--- config.mk ---
export PLATFORM = sky130hd
export DESIGN_NAME = lmb_bridge
export DESIGN_NICKNAME = d
export VERILOG_FILES = /design/src/lmb_pkg.sv /design/src/lmb_bridge.sv /design/src/lmb_hold_reg.sv
export SDC_FILE = /design/constraint.sdc
export NUM_CORES = 1
export LEC_CHECK = 0
export BUFFER_PORTS_ARGS = -buffer_cell sky130_fd_sc_hd__buf_2
export CORE_ASPECT_RATIO = 1.1
export CORE_MARGIN = 3
export CORE_UTILIZATION = 57
export CTS_BUF_LIST = sky130_fd_sc_hd__clkbuf_4 sky130_fd_sc_hd__clkbuf_8
export DETAILED_ROUTE_END_ITERATION = 7
export PLACE_DENSITY = 0.88
export SLEW_MARGIN = 15
export SYNTH_ARGS = -nofsm -noshare
export SYNTH_HDL_FRONTEND = slang
export SYNTH_SLANG_ARGS = --single-unit
--- constraint.sdc ---
create_clock -name core_clk -period 4 [get_ports core_clk]
set_input_delay 0.4 -clock core_clk [delete_from_list [all_inputs] [get_ports core_clk]]
set_output_delay 0.4 -clock core_clk [all_outputs]
set_load 0.005 [all_outputs]
--- src/lmb_pkg.sv ---
/*
 * Package for the local-bus master bridge: timing counts, page codes,
 * byte-enable patterns and state encoding.
 * Assumes a single 25 MHz core clock.
 */
`default_nettype none
package lmb_pkg;
	// ---------------------------------------------------------------
	// Timing
	// ---------------------------------------------------------------
	localparam int CLK_PERIOD_NS   = 40;
	localparam int WAIT_TIME_NS    = 640;
	localparam int WAIT_CYCLES     = WAIT_TIME_NS / CLK_PERIOD_NS;
	localparam logic [4:0] WAIT_LOAD = 5'(WAIT_CYCLES);

	// ---------------------------------------------------------------
	// Window and page layout
	// ---------------------------------------------------------------
	localparam int PAGE_LSB       = 13;
	localparam int PAGE_MSB       = 14;
	localparam int ADDR_W         = 13;
	localparam logic [1:0] PAGE_0 = 2'h0;
	localparam logic [1:0] PAGE_1 = 2'h1;
	localparam logic [1:0] PAGE_2 = 2'h2;

	// ---------------------------------------------------------------
	// Byte enables (active low)
	// ---------------------------------------------------------------
	localparam logic [3:0] BE_B0  = 4'he;
	localparam logic [3:0] BE_B1  = 4'hd;
	localparam logic [3:0] BE_B2  = 4'hb;
	localparam logic [3:0] BE_B3  = 4'h7;
	localparam logic [3:0] BE_LO  = 4'hc;
	localparam logic [3:0] BE_HI  = 4'h3;

	// ---------------------------------------------------------------
	// States
	// ---------------------------------------------------------------
	typedef enum logic [4:0] {
		ST_IDLE = 5'h01,
		ST_ARB  = 5'h02,
		ST_ADDR = 5'h04,
		ST_DATA = 5'h08,
		ST_END  = 5'h10
	} lmb_state_t;
endpackage
`default_nettype wire

--- src/lmb_bridge.sv ---
/*
 * Local-bus master bridge: a host access to the window is turned into
 * an arbitrated 8/16-bit demultiplexed local-bus cycle.
 * Assumes host request held until done pulse; inputs synchronous.
 */
`timescale 1ns/1ps
`default_nettype none
// Functional notes
// - Each valid window access launches one local-bus master transaction.
// - Request bus, wait for grant, acknowledge grant before driving cycles.
// - Drive address, size flag and page select once bus is owned.
// - Direction signal reflects read or write of current cycle.
// - Data strobe asserts after address, size, select, direction valid.
// - Drive data on writes; sample external data on reads.
// - Cycle ends on acknowledge low or wait timer expiry, first wins.
// - 8-bit mode: single byte maps to address bits, size 1, upper lane.
// - 16-bit mode: even bytes upper, odd lower; halfwords size 0.
// - Unsupported byte enables give access error, no local cycle.
// - Option disables byte swapping on 16-bit transfers.
// - Pages of 8 kByte: 0 first select, 1 second, 2 both, 3 invalid.
// - Master works only with master enable and window enable set.
module lmb_bridge (
	input  wire logic        core_clk,
	input  wire logic        rst_n,
	input  wire logic        host_req,
	input  wire logic        host_write,
	input  wire logic [14:0] host_addr,
	input  wire logic [3:0]  host_be_n,
	input  wire logic [31:0] host_wdata,
	output logic             host_done,
	output logic             host_timeout,
	output logic      [31:0] host_rdata,
	output logic             access_error,
	input  wire logic        local_master_enable,
	input  wire logic        window_base_enable,
	input  wire logic        port_16bit,
	input  wire logic        swap_disable,
	output logic             local_bus_request,
	input  wire logic        local_bus_grant,
	output logic             local_grant_acknowledge,
	output logic [12:0]      local_address_bus,
	output logic             transfer_size_flag,
	output logic             read_write_direction,
	output logic             local_data_strobe,
	input  wire logic        data_transfer_acknowledge_n,
	output logic             page_select_one,
	output logic             page_select_two,
	input  wire logic [15:0] local_data_bus_in,
	output logic      [15:0] local_data_bus_out,
	output logic             local_data_bus_oe
);
	lmb_pkg::lmb_state_t state;
	logic [4:0]  wait_cnt;
	logic        map_ok;
	logic [1:0]  map_a;
	logic        map_size;
	logic [15:0] map_wd;
	logic [1:0]  page;
	logic        page_ok;
	logic        go;
	logic        cyc_end;
	logic        rd_load;
	logic [31:0] rd_word;
	logic        pend;

	// ---------------------------------------------------------------
	// Byte-enable mapping
	// ---------------------------------------------------------------
	always_comb begin
		map_ok   = 1'b1;
		map_a    = 2'h0;
		map_size = 1'b1;
		map_wd   = 16'h0;
		case (host_be_n)
			lmb_pkg::BE_B0: begin
				map_a  = 2'h0;
				map_wd = {host_wdata[7:0], 8'h0};
			end
			lmb_pkg::BE_B1: begin
				map_a  = 2'h1;
				map_wd = port_16bit ? {8'h0, host_wdata[15:8]}
					: {host_wdata[15:8], 8'h0};
			end
			lmb_pkg::BE_B2: begin
				map_a  = 2'h2;
				map_wd = {host_wdata[23:16], 8'h0};
			end
			lmb_pkg::BE_B3: begin
				map_a  = 2'h3;
				map_wd = port_16bit ? {8'h0, host_wdata[31:24]}
					: {host_wdata[31:24], 8'h0};
			end
			lmb_pkg::BE_LO: begin
				map_ok   = port_16bit;
				map_a    = 2'h0;
				map_size = 1'b0;
				map_wd   = swap_disable ? host_wdata[15:0]
					: {host_wdata[7:0], host_wdata[15:8]};
			end
			lmb_pkg::BE_HI: begin
				map_ok   = port_16bit;
				map_a    = 2'h2;
				map_size = 1'b0;
				map_wd   = swap_disable ? host_wdata[31:16]
					: {host_wdata[23:16], host_wdata[31:24]};
			end
			default: map_ok = 1'b0;
		endcase
	end

	assign page    = host_addr[lmb_pkg::PAGE_MSB:lmb_pkg::PAGE_LSB];
	assign page_ok = (page != 2'h3);
	assign pend    = host_req && local_master_enable && window_base_enable;
	assign go      = pend && map_ok && page_ok;
	assign cyc_end = !data_transfer_acknowledge_n || (wait_cnt == 5'h0);

	// ---------------------------------------------------------------
	// Cycle sequencer
	// ---------------------------------------------------------------
	always_ff @(posedge core_clk or negedge rst_n) begin
		if (!rst_n) begin
			state <= lmb_pkg::ST_IDLE;
		end else begin
			case (state)
				lmb_pkg::ST_IDLE: if (go) state <= lmb_pkg::ST_ARB;
				lmb_pkg::ST_ARB:
					if (local_bus_grant) state <= lmb_pkg::ST_ADDR;
				lmb_pkg::ST_ADDR: state <= lmb_pkg::ST_DATA;
				lmb_pkg::ST_DATA:
					if (cyc_end) state <= lmb_pkg::ST_END;
				lmb_pkg::ST_END: state <= lmb_pkg::ST_IDLE;
				default: state <= lmb_pkg::ST_IDLE;
			endcase
		end
	end

	// ---------------------------------------------------------------
	// Wait-state timer
	// ---------------------------------------------------------------
	always_ff @(posedge core_clk or negedge rst_n) begin
		if (!rst_n) begin
			wait_cnt <= lmb_pkg::WAIT_LOAD;
		end else if (state != lmb_pkg::ST_DATA) begin
			wait_cnt <= lmb_pkg::WAIT_LOAD;
		end else if (wait_cnt != 5'h0) begin
			wait_cnt <= wait_cnt - 5'h1;
		end
	end

	// ---------------------------------------------------------------
	// Bus ownership
	// ---------------------------------------------------------------
	always_ff @(posedge core_clk or negedge rst_n) begin
		if (!rst_n) begin
			local_bus_request       <= 1'b0;
			local_grant_acknowledge <= 1'b0;
		end else begin
			if (state == lmb_pkg::ST_IDLE && go)
				local_bus_request <= 1'b1;
			else if (state == lmb_pkg::ST_END)
				local_bus_request <= 1'b0;
			if (state == lmb_pkg::ST_ARB && local_bus_grant)
				local_grant_acknowledge <= 1'b1;
			else if (state == lmb_pkg::ST_END)
				local_grant_acknowledge <= 1'b0;
		end
	end

	// ---------------------------------------------------------------
	// Address phase outputs
	// ---------------------------------------------------------------
	always_ff @(posedge core_clk or negedge rst_n) begin
		if (!rst_n) begin
			local_address_bus    <= 13'h0;
			transfer_size_flag   <= 1'b1;
			read_write_direction <= 1'b1;
			page_select_one      <= 1'b0;
			page_select_two      <= 1'b0;
			local_data_bus_out   <= 16'h0;
			local_data_bus_oe    <= 1'b0;
		end else if (state == lmb_pkg::ST_ARB && local_bus_grant) begin
			local_address_bus    <= {host_addr[12:2], map_a};
			transfer_size_flag   <= map_size;
			read_write_direction <= !host_write;
			page_select_one      <= (page == lmb_pkg::PAGE_0) ||
				(page == lmb_pkg::PAGE_2);
			page_select_two      <= (page == lmb_pkg::PAGE_1) ||
				(page == lmb_pkg::PAGE_2);
			local_data_bus_out   <= map_wd;
			local_data_bus_oe    <= host_write;
		end else if (state == lmb_pkg::ST_END) begin
			page_select_one      <= 1'b0;
			page_select_two      <= 1'b0;
			local_data_bus_oe    <= 1'b0;
			read_write_direction <= 1'b1;
		end
	end

	// ---------------------------------------------------------------
	// Data strobe
	// ---------------------------------------------------------------
	always_ff @(posedge core_clk or negedge rst_n) begin
		if (!rst_n) begin
			local_data_strobe <= 1'b0;
		end else if (state == lmb_pkg::ST_ADDR) begin
			local_data_strobe <= 1'b1;
		end else if (state == lmb_pkg::ST_DATA && cyc_end) begin
			local_data_strobe <= 1'b0;
		end
	end

	// ---------------------------------------------------------------
	// Read data unpacking and status
	// ---------------------------------------------------------------
	always_comb begin
		rd_word = 32'h0;
		case (local_address_bus[1:0])
			2'h0: rd_word[15:0] = !transfer_size_flag ?
				(swap_disable ? local_data_bus_in
				 : {local_data_bus_in[7:0], local_data_bus_in[15:8]})
				: {8'h0, local_data_bus_in[15:8]};
			2'h1: rd_word[15:8] = port_16bit ? local_data_bus_in[7:0]
				: local_data_bus_in[15:8];
			2'h2: rd_word[31:16] = !transfer_size_flag ?
				(swap_disable ? local_data_bus_in
				 : {local_data_bus_in[7:0], local_data_bus_in[15:8]})
				: {8'h0, local_data_bus_in[15:8]};
			2'h3: rd_word[31:24] = port_16bit ? local_data_bus_in[7:0]
				: local_data_bus_in[15:8];
			default: rd_word = 32'h0;
		endcase
	end

	assign rd_load = (state == lmb_pkg::ST_DATA) && cyc_end &&
		read_write_direction;

	lmb_hold_reg u_hold (
		.core_clk (core_clk),
		.rst_n    (rst_n),
		.load     (rd_load),
		.din      (rd_word),
		.dout     (host_rdata)
	);

	always_ff @(posedge core_clk or negedge rst_n) begin
		if (!rst_n) begin
			host_done    <= 1'b0;
			host_timeout <= 1'b0;
			access_error <= 1'b0;
		end else begin
			host_done    <= (state == lmb_pkg::ST_DATA) && cyc_end;
			host_timeout <= (state == lmb_pkg::ST_DATA) && cyc_end &&
				data_transfer_acknowledge_n;
			access_error <= (state == lmb_pkg::ST_IDLE) && pend &&
				!(map_ok && page_ok) && !access_error;
		end
	end

	// ---------------------------------------------------------------
	// Checks
	// ---------------------------------------------------------------
	AST_NO_CYCLE_WITHOUT_GRANT: assert property (
		@(posedge core_clk) disable iff (!rst_n)
		$rose(local_data_strobe) |-> local_grant_acknowledge)
		else $error("strobe without grant acknowledge");
	AST_STROBE_AFTER_ADDR: assert property (
		@(posedge core_clk) disable iff (!rst_n)
		$rose(local_data_strobe) |-> $past(page_select_one ||
		page_select_two))
		else $error("strobe before select");
	AST_TIMER_BOUND: assert property (
		@(posedge core_clk) disable iff (!rst_n)
		$rose(local_data_strobe) |-> ##[1:17] !local_data_strobe)
		else $error("cycle not ended by timer");
	AST_ACK_ENDS: assert property (
		@(posedge core_clk) disable iff (!rst_n)
		(state == lmb_pkg::ST_DATA && !data_transfer_acknowledge_n)
		|=> !local_data_strobe ##0 host_done)
		else $error("acknowledge did not end cycle");
	AST_PAGE_NOT_BOTH_IDLE: assert property (
		@(posedge core_clk) disable iff (!rst_n)
		local_data_strobe |-> (page_select_one || page_select_two))
		else $error("strobe with no page select");
	AST_ERR_NO_REQ: assert property (
		@(posedge core_clk) disable iff (!rst_n)
		access_error |-> !local_bus_request)
		else $error("error access requested the bus");
	AST_DISABLED_IDLE: assert property (
		@(posedge core_clk) disable iff (!rst_n)
		(!local_master_enable && state == lmb_pkg::ST_IDLE)
		|=> !local_bus_request)
		else $error("request while master disabled");
	AST_WRITE_DRIVES: assert property (
		@(posedge core_clk) disable iff (!rst_n)
		local_data_strobe |-> (local_data_bus_oe == !read_write_direction))
		else $error("data drive mismatches direction");
	AST_RELEASE: assert property (
		@(posedge core_clk) disable iff (!rst_n)
		host_done |=> !local_bus_request && !page_select_one &&
		!page_select_two)
		else $error("bus not released after cycle");
endmodule
`default_nettype wire

--- src/lmb_hold_reg.sv ---
/*
 * Holding register for read data returned to the host side.
 * Assumes the core clock and active-low asynchronous reset.
 */
`timescale 1ns/1ps
`default_nettype none
module lmb_hold_reg (
	input  wire logic        core_clk,
	input  wire logic        rst_n,
	input  wire logic        load,
	input  wire logic [31:0] din,
	output logic      [31:0] dout
);
	always_ff @(posedge core_clk or negedge rst_n) begin
		if (!rst_n) begin
			dout <= 32'h0;
		end else if (load) begin
			dout <= din;
		end
	end
endmodule
`default_nettype wire

# ---- After elaboration in Yosys (flattened, before gate mapping)
# Cells that the tools add are included.
dict set report op_classes {
  n_div 0
  bitwise_logic 0
  n_lt_le_gt_ge 0
  add_sub_neg 1
  reduce_logical 32
  n_shift 0
  n_eq_ne 21
  n_mul 0
  n_mux 31
}
# operator n
set ops {}
lappend ops {{16-bit two-way mux} 6}
lappend ops {{16-bit one-hot mux with 6 select lines} 1}
lappend ops {{8-bit one-hot mux with 2 select lines} 2}
lappend ops {{5-bit two-way mux} 5}
lappend ops {{8-bit two-way mux} 3}
lappend ops {{5-bit one-hot mux with 4 select lines} 1}
lappend ops {{4-bit equality test, second input constant} 4}
lappend ops {{1-bit logical AND} 13}
lappend ops {{1-bit two-way mux} 11}
lappend ops {{2-bit inequality test, second input constant} 4}
lappend ops {{2-bit nonzero test} 4}
lappend ops {{2-bit equality test, second input constant} 3}
lappend ops {{2-bit one-hot mux with 3 select lines} 1}
lappend ops {{5-bit by 1-bit equality test with 1-bit output, second input constant} 1}
lappend ops {{5-bit by 2-bit equality test with 1-bit output, second input constant} 1}
lappend ops {{5-bit by 3-bit equality test with 1-bit output, second input constant} 1}
lappend ops {{5-bit by 4-bit equality test with 1-bit output, second input constant} 1}
lappend ops {{5-bit equality test, second input constant} 1}
lappend ops {{5-bit logical NOT} 1}
lappend ops {{5-bit by 4-bit inequality test with 1-bit output, second input constant} 1}
lappend ops {{5-bit nonzero test} 1}
lappend ops {{5-bit by 1-bit subtractor with 5-bit output, second input constant} 1}
lappend ops {{2-bit by 1-bit equality test with 1-bit output, second input constant} 2}
lappend ops {{4-bit by 2-bit equality test with 1-bit output, second input constant} 1}
lappend ops {{8 further kinds} 15}
dict set report word_totals {
  n_memories 0
  out_inout_bits 72
  in_bits 77
  latch_bits 0
  ramBits 0
  word_cells 101
  rom_bits 0
  reg_bits 82
}

# ---- Depth between registers and ports, before layout
dict set report depth {
  word_depth 7
  ltp_mapped 7
  ltp_nobuf 6
}

# ---- Modules after synthesis
# Synthesis repeated with hierarchy kept, for this count alone.
dict set report hier_totals {
  hier_cells 479
  hier_area_um2 4802.1
}
# mod seq_area_each_um2 area_each_um2 cells_each n_inst
set modules_own_cells {}
lappend modules_own_cells {lmb_bridge 1256.2 3457.1 411 1}
lappend modules_own_cells {lmb_hold_reg 800.8 1345.0 68 1}

# ---- Worst setup path before layout
# OpenSTA, ideal clock, no wires.
dict set report synth_timing {
  path_kind {reg2reg}
  from {reg wait_cnt[0]}
  to {reg u_hold.dout[15]}
  t_arrival_ns 1.485
  period_less_slack_ns 1.619
  required_time_ns 3.866
  n_path_buf 1
  slack_ns 2.381
  stages_incl_launch_ff 8
  cell_sequence {dfrtp_1 > inv_1 > ha_1 > nor4b_4 > o2111ai_4 > clkbuf_1 > nand2_1 > o21ai_0}
}
dict set report synth_between {
  elab_chain_len 4
}
# item line
set synth_rtl {}
lappend synth_rtl {{start: declaration} lmb_bridge.sv:53} ;# logic [4:0] wait_cnt;
lappend synth_rtl {{start signal: assignment} lmb_bridge.sv:142} ;# wait_cnt <= lmb_pkg::WAIT_LOAD;
lappend synth_rtl {{start signal: assignment} lmb_bridge.sv:144} ;# wait_cnt <= lmb_pkg::WAIT_LOAD;
lappend synth_rtl {{start signal: assignment} lmb_bridge.sv:146} ;# wait_cnt <= wait_cnt - 5'h1;
lappend synth_rtl {{5-bit logical NOT} lmb_bridge.sv:115} ;# assign cyc_end = !data_transfer_acknowledge_n || (wait_cnt == 5'h0);
lappend synth_rtl {{1-bit logical OR} lmb_bridge.sv:115}
lappend synth_rtl {{1-bit logical AND (2 in a row)} lmb_bridge.sv:234} ;# assign rd_load = (state == lmb_pkg::ST_DATA) && cyc_end &&
lappend synth_rtl {{end signal: assignment} lmb_hold_reg.sv:18} ;# dout <= din;
lappend synth_rtl {{end: declaration} lmb_hold_reg.sv:12} ;# output logic [31:0] dout
# No other way between the ends.
# A chain may end at the register's enable or synchronous reset.

# ---- Final worst setup path
dict set report layout_timing {
  from {reg state[2]}
  to {reg local_data_bus_out[5]}
}
dict set report layout_between {
  elab_chain_len 2
}
# item line
set layout_rtl {}
lappend layout_rtl {{start: declaration} lmb_bridge.sv:52} ;# lmb_pkg::lmb_state_t state;
lappend layout_rtl {{start signal: assignment} lmb_bridge.sv:122} ;# state <= lmb_pkg::ST_IDLE;
lappend layout_rtl {{start signal: assignment} lmb_bridge.sv:125} ;# lmb_pkg::ST_IDLE: if (go) state <= lmb_pkg::ST_ARB;
lappend layout_rtl {{start signal: assignment} lmb_bridge.sv:127} ;# if (local_bus_grant) state <= lmb_pkg::ST_ADDR;
lappend layout_rtl {{5-bit by 2-bit equality test with 1-bit output} lmb_bridge.sv:181} ;# end else if (state == lmb_pkg::ST_ARB && local_bus_grant) begin
lappend layout_rtl {{1-bit logical AND} lmb_bridge.sv:181}
lappend layout_rtl {{end signal: assignment} lmb_bridge.sv:189} ;# local_data_bus_out <= map_wd;
lappend layout_rtl {{end: declaration} lmb_bridge.sv:49} ;# output logic [15:0] local_data_bus_out,
# No other way between the ends.

==> impl_metrics.json <==
{
  "ys_seq_area_share_pct": 44.78,
  "drt-met1-wl_mm": 4.977,
  "root_buffer": "clkbuf_8",
  "drt-initial-drc-count": 253,
  "crit_slowest_cell": "dfrtp_1",
  "wl_met2_mm": 5.922,
  "cts_tree": "done",
  "period_needed_ns": 2.368,
  "htreeDepth": 3,
  "routed.top_layer": "met4",
  "yosysTopAreaCellShare_pct": 42.50,
  "routed_wl_mm": 12.37,
  "syn-num-nets": 593,
  "cts.path.max_buffers": 2,
  "slew_violations": 0,
  "synth_area_leaders": "dfrtp_1 (42%), nand2_1 (10%), mux2i_1 (8.9%), o21ai_0 (3.9%), nand3b_1 (3.3%)",
  "layout.nets": 717,
  "drive_gt1_share_pct": 27.97,
  "grt_pass1_wl_mm": 19.73,
  "die_x_um": 91.59,
  "yosysUniqueCellTypes": 54,
  "synth_edf_count": 0,
  "cp.arrival_ns": 2.63,
  "max_freq_ghz": 0.4222,
  "cp_max_fo": 36,
  "synth.avg_cell_area_um2": 8.989,
  "diodes": 0,
  "holdWs_ns": 0.2117,
  "setup_violations": 0,
  "wire_per_inst_um": 16.60,
  "required_ns": 4.26,
  "start_kind": "register",
  "synth.largest_area_cell": "dfrtp_1",
  "outcome": "complete, no violations",
  "clk_pin_slew_ns": 0.09,
  "ys_seq_elements": 82,
  "post-route-period-util_pct": 59.21,
  "synthCells": 511,
  "post-synth-top-count-cell": "nand2_1",
  "clock-sinks": 82,
  "hpwl_mm": 8.899,
  "port-buffer-count": 146,
  "synth-async-reset-ratio_pct": 100.0,
  "hold_viol": 0,
  "area_growth_pct": 19.34,
  "grt_pass1_vias": 4192,
  "num_rows": 33,
  "fp.dieArea_mm2": 0.009173,
  "hp-class": "primary input to register",
  "crit_chain": "nor3_2, nand2_2, inv_2, nand2_2, o21ai_0",
  "powerDensity_mw_per_mm2": 294.4,
  "cts_setup_buffers": 0,
  "syn_area_mm2": 0.004593,
  "ys_warn_count": 0,
  "grt_max_degree": 83,
  "antenna_found_initial": 0,
  "slowest_delay_ns": 0.46,
  "route.met3.wl_mm": 1.137,
  "place_congestion": 0.9243,
  "grt_overflow": 0,
  "via_count": 4394,
  "clock_skew_ns": 0.008873,
  "start_util_pct": 60.13,
  "ant_nets": 0,
  "insertion_delay_ns": 0.35,
  "fin_tns_setup_ns": 0,
  "ctsHoldBuffers": 0,
  "worstMarginPinSlew_ns": 1.040,
  "maxSlewHeadroom_pct": 30.68,
  "ioPinCount": 149,
  "cts_buffers": 9,
  "cellLeakagePower_nw": 2.808,
  "drtPass1Iterations": 5,
  "critPathMostFrequentCell": "nand2_2",
  "synth_common_cells": "nand2_1 (128), dfrtp_1 (78), mux2i_1 (41), o21ai_0 (36), o22ai_1 (23)",
  "critPathCaptureType": "register",
  "placeableCoreArea_mm2": 0.007639,
  "maxCapViolCount": 0,
  "via_per_inst": 5.898,
  "drc": 0,
  "cts_resized": 0,
  "grt_usage_pct": 26.64,
  "ys.flop_type": "dfrtp_1",
  "rsz0062_at_grt": "no",
  "die_h_um": 100.2,
  "vdd_drop_max_uv": 152.4,
  "critical_path_class": "register to register"
}
[power by group]
group          leakage [nW]  internal, mW  total, mW  switching [mW]
Sequential             1.11         0.837      0.844         0.00661
Clock                0.0829         0.238      0.561           0.323
Combinational          1.61        0.0839      0.209           0.125
[critical path, delay by kind of cell (launching register included)]
kind | cells | cell delay, ns
and+or+nand+nor | 3 | 1.06
DFF | 1 | 0.46
buffers and inverters | 1 | 0.46
AOI/OAI and AO/OA | 1 | 0.27
[final cells by class]
type / instances / area [um^2]
Clock buffer: 10 / 131.4
Clock inverter: 6 / 48.80
Fill cell: 588 / 2157
Inverter: 12 / 45.04
Multi-Input combinational cell: 383 / 2327
Sequential cell: 82 / 2057
Tap cell: 105 / 131.4
Timing Repair Buffer: 147 / 740.7
[state kept, by name (all words and copies together), names as in the netlist, 5 cells and up]
signal	count
local_address_bus	13
local_data_bus_out	16
state	5
u_hold.dout	32
wait_cnt	5
[cell usage in the layout, fill, tap and decap left out, drive strengths merged, types with 3 or more instances in the layout]
master and count:
clkbuf 10, nor2b 4, clkinvlp 3, a22oi 3
a2111oi 7, buf 147, xor2 3, nor2 19
o31ai 20, nor3b 8, a21oi 20, nand3b 21
mux2i 41, inv 13, o22ai 23, o21ai 37
ha 5, nor3 7, dfrtp 78, dfstp 4
nand2 130, nand3 5
[metrics by stage]
step	setup slack, ns	instance area, um^2	utilization, %	total power, mW	instances
floorplan	2.381	4593	-	0.9697	511
global placement	1.395	5301	69.40	1.056	729
detailed placement	1.331	5301	69.40	1.066	729
CTS	1.635	5482	71.76	1.622	745
global route	1.384	5482	71.76	1.681	745
finish	1.632	5482	71.76	1.614	745
[worst paths after layout]
check,to,slack [ns],startpoint,cells after the start
worst max register to register,local_data_bus_out[5]$_DFFE_PN0P_,1.63,state[2]$_DFFE_PN0P_,5
worst min register to register,access_error$_DFF_PN0_,0.43,access_error$_DFF_PN0_,1
min in group asynchronous,u_hold.dout[2]$_DFFE_PN0P_,0.23,rst_n,1
max in group asynchronous,local_data_bus_out[0]$_DFFE_PN0P_,3.13,rst_n,1
worst min-delay path,read_write_direction$_DFFE_PN1P_,0.21,host_write,2
worst max-delay path,local_data_bus_out[5]$_DFFE_PN0P_,1.63,state[2]$_DFFE_PN0P_,5
[logic make-up (layout without fill, tap and decap cells)]
kind of cell / after synthesis / after routing / synth area share [%]
xor+xnor: 5 / 5 / 0.9536
buf+inv: 46 / 175 / 4.549
flops: 82 / 82 / 44.78
compound gates: 123 / 123 / 17.08
simple gates: 208 / 208 / 22.09
fa+ha+maj: 5 / 5 / 1.362
mux: 42 / 42 / 9.180
[layer usage]
layer / up-vias / track usage (%)
met2: 229 / 44.24
met5: - / 0
met1: 2077 / 34.12
li1: 2055 / -
met3: 33 / 5.997
met4: 0 / 10.21
Power figures use the tool's default switching activity.
